==> config.mk <==
export PLATFORM = sky130hd
export DESIGN_NAME = loop_det_ctrl
export DESIGN_NICKNAME = d
export VERILOG_FILES = /design/src/core/loop_det_pkg.sv /design/src/core/loop_det_ctrl.sv
export VERILOG_INCLUDE_DIRS = /design/src /design/src/core
export SDC_FILE = /design/constraint.sdc
export NUM_CORES = 1
export LEC_CHECK = 0
export ABC_AREA = 1
export BUFFER_PORTS_ARGS = -buffer_cell sky130_fd_sc_hd__buf_2
export CAP_MARGIN = 25
export CORE_MARGIN = 2
export CORE_UTILIZATION = 50
export CTS_CLUSTER_DIAMETER = 150
export DETAILED_ROUTE_END_ITERATION = 8
export MAX_ROUTING_LAYER = met4
export PLACE_DENSITY = 0.68
export RECOVER_POWER = 25
export SLEW_MARGIN = 20
export SYNTH_ARGS = -nofsm -noshare
export SYNTH_HDL_FRONTEND = slang
export SYNTH_SLANG_ARGS = --single-unit
==> constraint.sdc <==
create_clock -name SYS_CLK -period 13 [get_ports SYS_CLK]
set_clock_uncertainty 0.1 [all_clocks]
set_input_delay 1.95 -clock SYS_CLK [delete_from_list [all_inputs] [get_ports SYS_CLK]]
set_output_delay 1.95 -clock SYS_CLK [all_outputs]
set_load 0.02 [all_outputs]
==> src/core/loop_det_cfg.svh <==
// Constants of the loop detector output control block
`ifndef LOOP_DET_CFG_SVH
`define LOOP_DET_CFG_SVH

// ----------------------------------------
// Clock and timing
// ----------------------------------------
`define CLK_KHZ          100000
`define DELAY_MS         2000
`define EXTEND_MS        5000
`define PULSE_MS         250
`define RETUNE_MS        2000
`define TICK_MS          250
`define DEBOUNCE_MS      20
`define HOLD_MIN_MS      300000
`define DELAY_CYC        (`DELAY_MS * `CLK_KHZ)
`define EXTEND_CYC       (`EXTEND_MS * `CLK_KHZ)
`define PULSE_CYC        (`PULSE_MS * `CLK_KHZ)
`define RETUNE_CYC       (`RETUNE_MS * `CLK_KHZ)
`define TICK_CYC         (`TICK_MS * `CLK_KHZ)
`define DEBOUNCE_CYC     (`DEBOUNCE_MS * `CLK_KHZ)
`define HOLD_TICKS       (`HOLD_MIN_MS / `TICK_MS)

// ----------------------------------------
// Aux output modes (switch 3, switch 4)
// ----------------------------------------
`define AUX_FAULT        2'h0
`define AUX_EXIT         2'h1
`define AUX_PRESENCE     2'h2
`define AUX_ENTRY        2'h3

// ----------------------------------------
// Fault codes (number of blinks)
// ----------------------------------------
`define CODE_NONE        2'h0
`define CODE_OPEN        2'h1
`define CODE_SHORT       2'h2
`define CODE_CHANGE      2'h3

// ----------------------------------------
// Register map (byte offsets) and fields
// ----------------------------------------
`define REG_STATUS       4'h0
`define REG_SWITCH       4'h4
`define REG_CTRL         4'h8
`define CTRL_ENABLE_BIT  0
`define CTRL_CLEAR_BIT   1
`define CTRL_RESET       1'h1

`endif

==> src/core/loop_det_pkg.sv <==
// Types shared by the loop detector output control block
package loop_det_pkg;

  // Detection sequence
  typedef enum logic [1:0] {
    ST_IDLE,
    ST_DELAY,
    ST_DETECT,
    ST_EXTEND
  } det_state_t;

  // Debounced switch settings, front and internal
  typedef struct packed {
    logic       fail_secure;
    logic       normal_pres;
    logic       extend_en;
    logic       delay_en;
    logic [1:0] freq;
    logic [1:0] aux_mode;
    logic [1:0] sens;
  } sw_cfg_t;

  // Loop monitor inputs
  typedef struct packed {
    logic low_supply;
    logic change;
    logic shorted;
    logic open;
  } loop_flags_t;

endpackage

==> src/core/loop_det_ctrl.sv <==
// Output, timing, indicator and register logic of the loop detector
//
// The Avalon-MM slave port and the address map were chosen for this implementation.
`timescale 1ns/1ps
`default_nettype none
`include "loop_det_cfg.svh"

module loop_det_ctrl
  import loop_det_pkg::*;
#(
  parameter int unsigned DELAY_CYC    = `DELAY_CYC,
  parameter int unsigned EXTEND_CYC   = `EXTEND_CYC,
  parameter int unsigned PULSE_CYC    = `PULSE_CYC,
  parameter int unsigned RETUNE_CYC   = `RETUNE_CYC,
  parameter int unsigned TICK_CYC     = `TICK_CYC,
  parameter int unsigned DEBOUNCE_CYC = `DEBOUNCE_CYC,
  parameter int unsigned HOLD_TICKS   = `HOLD_TICKS
) (
  input  wire logic        SYS_CLK,
  input  wire logic        SYS_RST,
  input  wire logic        CLK_EN,
  input  wire logic        VEHICLE,
  input  wire loop_flags_t LOOP_FLAGS,
  input  wire sw_cfg_t     SWITCHES,
  input  wire logic        RESET_BUTTON,
  output logic             PRESENCE_OUT,
  output logic             AUX_OUT,
  output logic             AUX_OUT_N,
  output logic             DETECT_LED,
  output logic             POWER_LED,
  output logic [1:0]       SENS_LEVEL,
  output logic             SENS_BOOST,
  output logic [1:0]       FREQ_SEL,
  output logic             RETUNE,
  input  wire logic [3:0]  AVS_ADDRESS,
  input  wire logic        AVS_READ,
  input  wire logic        AVS_WRITE,
  input  wire logic [31:0] AVS_WRITEDATA,
  output logic [31:0]      AVS_READDATA,
  output logic             AVS_WAITREQUEST
);

  // ----------------------------------------
  // Switch and button conditioning
  // ----------------------------------------
  // Raw samples, debounce counter and accepted settings
  logic [10:0] raw_sync1_reg;
  logic [10:0] raw_sync2_reg;
  logic [10:0] raw_last_reg;
  logic [31:0] bounce_cnt_reg;
  sw_cfg_t     cfg_reg;
  logic        button_reg;
  logic        button_last_reg;
  // Button shares the debounce, so any bounce restarts the wait for all
  wire         bounce_done = (bounce_cnt_reg >= DEBOUNCE_CYC - 1);
  wire         button_press = button_reg & ~button_last_reg;

  // Two-stage sync, then accept a value that held still for the debounce time
  always_ff @(posedge SYS_CLK or posedge SYS_RST) begin
    if (SYS_RST) begin
      raw_sync1_reg   <= 11'h000;
      raw_sync2_reg   <= 11'h000;
      raw_last_reg    <= 11'h000;
      bounce_cnt_reg  <= 32'h0;
      cfg_reg         <= '0;
      button_reg      <= 1'b0;
      button_last_reg <= 1'b0;
    end else if (CLK_EN) begin
      raw_sync1_reg   <= {RESET_BUTTON, SWITCHES};
      raw_sync2_reg   <= raw_sync1_reg;
      raw_last_reg    <= raw_sync2_reg;
      button_last_reg <= button_reg;
      if (raw_sync2_reg != raw_last_reg) begin
        bounce_cnt_reg <= 32'h0;
      end else if (!bounce_done) begin
        bounce_cnt_reg <= bounce_cnt_reg + 32'h1;
      end else begin
        cfg_reg    <= sw_cfg_t'(raw_last_reg[9:0]);
        button_reg <= raw_last_reg[10];
      end
    end
  end

  // ----------------------------------------
  // Register bus slave
  // ----------------------------------------
  // Slave state; only one access is in flight at a time
  logic        enable_reg;
  logic        sw_clear;
  logic        wait_reg;
  logic [31:0] rdata_reg;
  logic [31:0] status_word;
  wire         bus_req  = AVS_READ | AVS_WRITE;
  wire         bus_done = bus_req & ~wait_reg;
  wire         hit_ctrl = (AVS_ADDRESS == `REG_CTRL);
  // Read select; the clear bit of control always reads zero
  wire [31:0]  rd_mux   = (AVS_ADDRESS == `REG_STATUS) ? status_word :
                          (AVS_ADDRESS == `REG_SWITCH) ? {22'h0, cfg_reg} :
                          hit_ctrl ? {31'h0, enable_reg} : 32'h0;
  // Clear strobe lasts only the answering cycle
  assign sw_clear = bus_done & AVS_WRITE & hit_ctrl & AVS_WRITEDATA[`CTRL_CLEAR_BIT];

  // One wait cycle per access; unmapped reads return zero, writes are dropped
  always_ff @(posedge SYS_CLK or posedge SYS_RST) begin
    if (SYS_RST) begin
      wait_reg   <= 1'b1;
      rdata_reg  <= 32'h0;
      enable_reg <= `CTRL_RESET;
    end else if (CLK_EN) begin
      wait_reg <= ~(bus_req & wait_reg);
      if (bus_req & wait_reg) begin
        rdata_reg <= rd_mux;
      end
      if (bus_done & AVS_WRITE & hit_ctrl) begin
        enable_reg <= AVS_WRITEDATA[`CTRL_ENABLE_BIT];
      end
    end
  end

  // ----------------------------------------
  // Time base for blink patterns and hold time
  // ----------------------------------------
  // Free-running divider; the tick count wraps every 16 ticks
  // All blink patterns share it, so the LEDs stay in step
  logic [31:0] tick_div_reg;
  logic [3:0]  tick_cnt_reg;
  wire         tick = (tick_div_reg == TICK_CYC - 1);

  always_ff @(posedge SYS_CLK or posedge SYS_RST) begin
    if (SYS_RST) begin
      tick_div_reg <= 32'h0;
      tick_cnt_reg <= 4'h0;
    end else if (CLK_EN) begin
      tick_div_reg <= tick ? 32'h0 : tick_div_reg + 32'h1;
      if (tick) begin
        tick_cnt_reg <= tick_cnt_reg + 4'h1;
      end
    end
  end

  // ----------------------------------------
  // Loop fault monitor
  // ----------------------------------------
  // Stored code, retune timer and clear sources
  logic [1:0]  code_reg;
  logic [31:0] retune_cnt_reg;
  logic        retuning_reg;
  // Either the button or software may clear the stored code
  wire         clear_code = button_press | sw_clear;
  wire         retune_end = retuning_reg & (retune_cnt_reg == RETUNE_CYC - 1);
  // Open and short follow the inputs; a change stays a fault until retuned
  wire         fault_now  = LOOP_FLAGS.open | LOOP_FLAGS.shorted | retuning_reg;
  wire [1:0]   code_live  = LOOP_FLAGS.open ? `CODE_OPEN :
                            LOOP_FLAGS.shorted ? `CODE_SHORT :
                            retuning_reg ? `CODE_CHANGE : `CODE_NONE;
  wire [1:0]   code_new   = LOOP_FLAGS.change ? `CODE_CHANGE : code_live;

  // A new fault wins over a clear arriving in the same cycle
  always_ff @(posedge SYS_CLK or posedge SYS_RST) begin
    if (SYS_RST) begin
      code_reg       <= `CODE_NONE;
      retune_cnt_reg <= 32'h0;
      retuning_reg   <= 1'b0;
    end else if (CLK_EN) begin
      if (code_new != `CODE_NONE) begin
        code_reg <= code_new;
      end else if (clear_code) begin
        code_reg <= `CODE_NONE;
      end
      if (LOOP_FLAGS.change) begin
        retuning_reg   <= 1'b1;
        retune_cnt_reg <= 32'h0;
      end else if (retune_end) begin
        retuning_reg   <= 1'b0;
      end else if (retuning_reg) begin
        retune_cnt_reg <= retune_cnt_reg + 32'h1;
      end
    end
  end

  // ----------------------------------------
  // Detection sequence
  // ----------------------------------------
  // Sequence state, shared timer and presence hold counter
  det_state_t  state_reg;
  det_state_t  state_next;
  logic [31:0] timer_reg;
  logic [10:0] hold_reg;
  logic        hold_done_reg;
  // A fault or a held button hides the vehicle from the sequence
  wire         veh       = VEHICLE & enable_reg & ~fault_now & ~button_reg;
  wire         delay_end = (timer_reg == DELAY_CYC - 1);
  wire         ext_end   = (timer_reg == EXTEND_CYC - 1);

  // Next state of the delay, detect and extension sequence
  always_comb begin
    state_next = state_reg;
    case (state_reg)
      ST_IDLE: begin
        if (veh) begin
          state_next = cfg_reg.delay_en ? ST_DELAY : ST_DETECT;
        end
      end
      ST_DELAY: begin
        if (!veh) begin
          state_next = ST_IDLE;
        end else if (delay_end) begin
          state_next = ST_DETECT;
        end
      end
      ST_DETECT: begin
        if (!veh) begin
          state_next = cfg_reg.extend_en ? ST_EXTEND : ST_IDLE;
        end
      end
      ST_EXTEND: begin
        if (veh) begin
          state_next = ST_DETECT;
        end else if (ext_end) begin
          state_next = ST_IDLE;
        end
      end
      default: begin
        state_next = ST_IDLE;
      end
    endcase
  end

  // Shared timer restarts on every state change; hold counts in ticks
  // Counting ticks keeps the hold counter small for a minutes-long hold
  always_ff @(posedge SYS_CLK or posedge SYS_RST) begin
    if (SYS_RST) begin
      state_reg     <= ST_IDLE;
      timer_reg     <= 32'h0;
      hold_reg      <= 11'h000;
      hold_done_reg <= 1'b0;
    end else if (CLK_EN) begin
      state_reg <= state_next;
      timer_reg <= (state_next != state_reg) ? 32'h0 : timer_reg + 32'h1;
      if (state_reg != ST_DETECT || !cfg_reg.normal_pres) begin
        hold_reg      <= 11'h000;
        hold_done_reg <= 1'b0;
      end else if (tick && !hold_done_reg) begin
        hold_reg      <= hold_reg + 11'h001;
        hold_done_reg <= (hold_reg == 11'(HOLD_TICKS - 1));
      end
    end
  end

  // ----------------------------------------
  // Outputs and indicators
  // ----------------------------------------
  // Pulse generator and entry and exit edge detection
  logic [31:0] pulse_cnt_reg;
  logic        pulse_reg;
  logic        active_last_reg;
  // Hold release ends the detect output but not the state
  wire         det_active = ((state_reg == ST_DETECT) & ~hold_done_reg) |
                            (state_reg == ST_EXTEND);
  wire         pres_val   = fault_now ? ~cfg_reg.fail_secure : det_active;
  wire         entry_evt  = det_active & ~active_last_reg;
  wire         exit_evt   = ~det_active & active_last_reg;
  // Only the two pulse modes arm the pulse generator
  wire         pulse_trig = (cfg_reg.aux_mode == `AUX_ENTRY) ? entry_evt :
                            (cfg_reg.aux_mode == `AUX_EXIT) ? exit_evt : 1'b0;
  wire         pulse_end  = pulse_reg & (pulse_cnt_reg == PULSE_CYC - 1);
  // Aux source picked by the mode switches
  wire         aux_val    = (cfg_reg.aux_mode == `AUX_FAULT) ? fault_now :
                            (cfg_reg.aux_mode == `AUX_PRESENCE) ? pres_val :
                            pulse_reg;
  // Blink n times at 250 ms on/off, then rest for the rest of a 4 s frame
  wire         live_blink = (tick_cnt_reg < {1'b0, code_live, 1'b0}) & ~tick_cnt_reg[0];
  wire         code_blink = (tick_cnt_reg < {1'b0, code_reg, 1'b0}) & ~tick_cnt_reg[0];
  wire         detect_val = fault_now ? live_blink :
                            (state_reg == ST_DELAY) ? tick_cnt_reg[1] :
                            (state_reg == ST_EXTEND) ? tick_cnt_reg[0] :
                            det_active;
  // Stored code beats low supply on the power LED
  wire         power_val  = (code_reg != `CODE_NONE) ? code_blink :
                            LOOP_FLAGS.low_supply ? (tick_cnt_reg[2:0] != 3'h0) :
                            1'b1;
  // Boost spans delay and extension so a weak return is not lost
  wire         boost      = (state_reg != ST_IDLE);
  // Sensitivity rank 0 is low, 3 is high; switches 00 give medium-low
  wire [1:0]   sens_rank  = {cfg_reg.sens[1], cfg_reg.sens[1] ~^ cfg_reg.sens[0]};
  wire [1:0]   sens_val   = (boost && sens_rank != 2'h3) ? sens_rank + 2'h1 : sens_rank;

  // Pulse keeps its full length even if the mode switch moves mid pulse
  // A new trigger restarts a running pulse
  always_ff @(posedge SYS_CLK or posedge SYS_RST) begin
    if (SYS_RST) begin
      pulse_cnt_reg   <= 32'h0;
      pulse_reg       <= 1'b0;
      active_last_reg <= 1'b0;
    end else if (CLK_EN) begin
      active_last_reg <= det_active;
      if (pulse_trig) begin
        pulse_reg     <= 1'b1;
        pulse_cnt_reg <= 32'h0;
      end else if (pulse_end) begin
        pulse_reg     <= 1'b0;
      end else if (pulse_reg) begin
        pulse_cnt_reg <= pulse_cnt_reg + 32'h1;
      end
    end
  end

  // All ports registered so the operator sees glitch-free levels
  // Inverted aux comes from the same source, never from AUX_OUT itself
  always_ff @(posedge SYS_CLK or posedge SYS_RST) begin
    if (SYS_RST) begin
      PRESENCE_OUT <= 1'b0;
      AUX_OUT      <= 1'b0;
      AUX_OUT_N    <= 1'b1;
      DETECT_LED   <= 1'b0;
      POWER_LED    <= 1'b0;
      SENS_LEVEL   <= 2'h1;
      SENS_BOOST   <= 1'b0;
      FREQ_SEL     <= 2'h0;
      RETUNE       <= 1'b0;
    end else if (CLK_EN) begin
      PRESENCE_OUT <= pres_val;
      AUX_OUT      <= aux_val;
      AUX_OUT_N    <= ~aux_val;
      DETECT_LED   <= detect_val;
      POWER_LED    <= power_val;
      SENS_LEVEL   <= sens_val;
      SENS_BOOST   <= boost;
      FREQ_SEL     <= cfg_reg.freq;
      RETUNE       <= retune_end;
    end
  end

  // Status word seen by software
  // Bits above eleven read as zero
  assign status_word = {20'h0, tick_cnt_reg[0], retuning_reg, code_reg,
                        state_reg, hold_done_reg, fault_now,
                        POWER_LED, DETECT_LED, AUX_OUT, PRESENCE_OUT};
  // Bus outputs straight from their flops
  assign AVS_READDATA    = rdata_reg;
  assign AVS_WAITREQUEST = wait_reg;

endmodule // loop_det_ctrl

`default_nettype wire

==> metrics.md <==
| Metric | Value |
|---|---|
| Number of antenna violations at the first check in global routing | 0 |
| TritonCTS clock tree | yes |
| Remaining DRCs | 0 |
| Total count of hold-check failures in the final report | 0 |
| Std-Cell Rows | 62 |
| Source-to-sink clock delay at the later pin of the worst-skew pair | roughly 0.57 ns |
| Count of cells resized by post-cts repair | 0 |
| Maximum clock frequency | 0.1732 GHz |
| Proportion of register bits with asynchronous set or reset after synthesis | 1.000 |
| Cts hold-fix bufs | 0 |
| Initial DRC Count | ~900 |
| Diodes inserted | 0 |
| Hold Path Class | flop to flop |
| Endpoint class of the critical path | flop |
| Slew at the pin closest to its max-slew limit | about 5.2 ns |
| Final Slew Violations | 228 |
| Average size of a mapped cell | between 7 and 8 sq um |
| Average via count per standard cell | between 5 and 6 |
| Post-Synthesis Cell Area | 0.01450 sq mm |
| Vias in the first global route | around 11000 |
| Top-Level Pins | 101 |
| Number of standard cells after synthesis | 1879 |
| H-tree levels | 1 |
| Total vias in the final route | roughly 12000 |
| Setup CP Type | primary input to flop |
| Worst slew margin relative to its limit | -2.489 |
| Final worst path period need | between 5 and 6 ns |
| Setup-failing EPs final | 0 |
| Drt first pass iters | 5 |
| Effective utilization at floorplan | 0.5064 |
| Placeable core region | roughly 0.029 sq mm |
| Post CTS Setup Buffer Count | 0 |
| Fin Setup TNS | 0 ns |
| Data required time of the critical path | between 10 and 15 ns |
| Total number of yosys warnings | 0 |
| DIE AREA | 0.03037 sq mm |
| Outcome | finished with violations |
| Overall routing resource usage | 0.2297 |
| Final #Nets | between 1500 and 2000 |
| Synth cell types | 53 |
| Most used DFF post-synth | sky130_fd_sc_hd__dfrtp_1 |
| Y dimension of the die | 174.3 microns |
| Cell Area, Placed | 0.01493 sq mm |
| Number of buffers between clock root and the deepest sink | 3 |
| Post-DP HPWL | about 23000 microns |
| RePlAce Congestion | 0.9054 |
| WP data arrival | roughly 6.1 ns |
| Wire length of the first global-routing pass | between 50000 and 60000 microns |
| Violated checks | capacitance limit, slew limit |
| Largest driver fanout on the critical path | 53 |
| Final worst-path cycle share | 0.4441 |
| Number of clock buffers inserted by TritonCTS | 29 |
| Number of flops mapped to enable cells by yosys | 0 |
| Post-synthesis sequential area ratio | 0.4371 |
| Final Cell Area | ~0.016 sq mm |
| Final core occ | 0.5587 |
| Ratio of cells with drive above 1 in the final layout | 0.1030 |
| Largest net degree at the start of global routing | 118 |
| Clock-pin slew of the registers on the worst-case setup and hold paths | around 0.060 ns |
| Number of nets with antenna violations after routing | 0 |
| Max IR drop VDD | roughly 0.1 mV |
| Area Overhead vs Synth | 10.33% |
| Static leakage power | 0.007333 uW |
| RSZ-0062 raised after global routing | false |
| Launching element type of the critical path | primary input |
| Horiz. Die Dim | about 170 microns |
| Number of I/O port buffers | 50 |
| Power density over cell area | 121.4 mW/mm^2 |
| Number of sinks driven by the clock tree | approximately 250 |
| Grt total ovfl | 0 |
| Max-cap violations | 3 |
| #FFs+latches synth | between 200 and 300 |
| Final routed wire length divided by cell count | roughly 14 microns |
| Clock tree root buffer cell | sky130_fd_sc_hd__clkbuf_16 |
| Total wire length after detailed routing | 33370 microns |
## through the flow
stage | total power, uW | hold slack, ns | worst slack (ns) | cells
6_report | 1942 | 0.3682 | 7.227 | 2325
5_1_grt | 2030 | 0.4029 | 6.442 | 2325
4_1_cts | 1961 | 0.3692 | 8.670 | 2322
3_5_place_dp | 1092 | 0.3539 | 8.105 | 2268
3_3_place_gp | 1086 | 0.3503 | 8.197 | 2267
2_1_floorplan | 1044 | 0.3422 | 4.000 | 1898
## area by class of cell
type                       count  area [sq um]
clock buffer                  37         805.8
clock inverter                17         211.5
sequential                   253          6336
fill                        2627         12630
timing repair buffer          61         376.6
tap                          384         480.5
multi-input combinational   1361          6984
inverter                     212         798.3
## path summary, 6_finish.rpt
kind,from,end,slack [ns],cells past startpoint
worst max-delay path,CLK_EN,cfg_reg[7]$_DFFE_PP0P_,7.23,4
worst min-delay path,FREQ_SEL[0]$_DFFE_PP0P_,FREQ_SEL[0]$_DFFE_PP0P_,0.37,2
worst max register to register,raw_last_reg[3]$_DFFE_PP0P_,cfg_reg[7]$_DFFE_PP0P_,10.15,6
worst min register to register,FREQ_SEL[0]$_DFFE_PP0P_,FREQ_SEL[0]$_DFFE_PP0P_,0.37,2
max in group asynchronous,SYS_RST,tick_div_reg[18]$_DFFE_PP0P_,7.41,3
min in group asynchronous,SYS_RST,pulse_cnt_reg[25]$_DFFE_PP0P_,2.87,2
## per-layer routing
metal | vias to the layer above | GRT usage | share of wire
met3 | 53 | 0.02472 | 0.044
met2 | 277 | 0.3444 | 0.44
met5 | - | - | 0
met1 | 5798 | 0.3342 | 0.49
met4 | 0 | 0.05847 | 0.024
li1 | 6158 | - | -
## synthesized netlist by cell type, types with 11 or more instances
cell type | n | area, sq um
sky130_fd_sc_hd__nand3_2 | 13 | 130.1
sky130_fd_sc_hd__inv_1 | 202 | 758.2
sky130_fd_sc_hd__nand2_1 | 470 | 1764
sky130_fd_sc_hd__xor2_1 | 100 | 875.8
sky130_fd_sc_hd__a21oi_2 | 20 | 175.2
sky130_fd_sc_hd__buf_2 | 16 | 80.08
sky130_fd_sc_hd__nand4_1 | 64 | 400.4
sky130_fd_sc_hd__o21ai_0 | 96 | 480.5
sky130_fd_sc_hd__xnor2_1 | 17 | 148.9
sky130_fd_sc_hd__clkbuf_1 | 19 | 71.32
sky130_fd_sc_hd__nor4_1 | 27 | 168.9
sky130_fd_sc_hd__nand3_1 | 116 | 580.6
sky130_fd_sc_hd__buf_4 | 22 | 165.2
sky130_fd_sc_hd__nor3_1 | 74 | 370.4
sky130_fd_sc_hd__nor2_1 | 190 | 713.2
sky130_fd_sc_hd__o21ai_1 | 31 | 155.2
sky130_fd_sc_hd__ha_1 | 11 | 137.6
sky130_fd_sc_hd__a21oi_1 | 39 | 195.2
sky130_fd_sc_hd__dfrtp_1 | 249 | 6231
## critical path: stages
cell                       delay [ns]
sky130_fd_sc_hd__clkbuf_1        0.88
sky130_fd_sc_hd__clkbuf_1        1.63
sky130_fd_sc_hd__nand3_1         1.14
sky130_fd_sc_hd__o21ai_0         0.47
## logic make-up after synthesis
group                    share of synthesized area
AND/OR/NAND/NOR                             0.3094
buffers and inverters                      0.08597
flip-flops                                  0.4371
AO/OA/AOI/OAI                              0.08641
XOR/XNOR                                   0.07069
adder cells (fa/ha/maj)                   0.009495
other                                    0.0002587
multiplexers                             0.0006906
## cell usage in the layout (no fill, tap or decap), types with 6 or more instances in the layout
cell,count
sky130_fd_sc_hd__nor3_1,74
sky130_fd_sc_hd__ha_1,11
sky130_fd_sc_hd__o21ai_2,10
sky130_fd_sc_hd__clkinv_2,9
sky130_fd_sc_hd__clkbuf_16,29
sky130_fd_sc_hd__inv_2,7
sky130_fd_sc_hd__o21ai_1,31
sky130_fd_sc_hd__inv_1,201
sky130_fd_sc_hd__nand2_1,470
sky130_fd_sc_hd__a21oi_2,20
sky130_fd_sc_hd__o21ai_0,96
sky130_fd_sc_hd__nand3_1,116
sky130_fd_sc_hd__dfrtp_1,249
sky130_fd_sc_hd__nand3_2,13
sky130_fd_sc_hd__nor2_2,8
sky130_fd_sc_hd__conb_1,20
sky130_fd_sc_hd__xor2_1,100
sky130_fd_sc_hd__clkbuf_1,6
sky130_fd_sc_hd__a21oi_1,39
sky130_fd_sc_hd__o211ai_1,6
sky130_fd_sc_hd__nor4_1,27
sky130_fd_sc_hd__nor2_1,190
sky130_fd_sc_hd__buf_2,49
sky130_fd_sc_hd__nand4_1,64
sky130_fd_sc_hd__xnor2_1,17
sky130_fd_sc_hd__nand2_2,10
## where the power goes
| part | switching, uW | internal, uW | leakage [uW] |
|---|---|---|---|
| sequential | 47.7 | 839 | 0.00327 |
| combinational | 130 | 64.1 | 0.00356 |
| clock | 343 | 519 | 0.000499 |
| total | 520 | 1420 | 0.00733 |
Power figures use the tool's default switching activity.
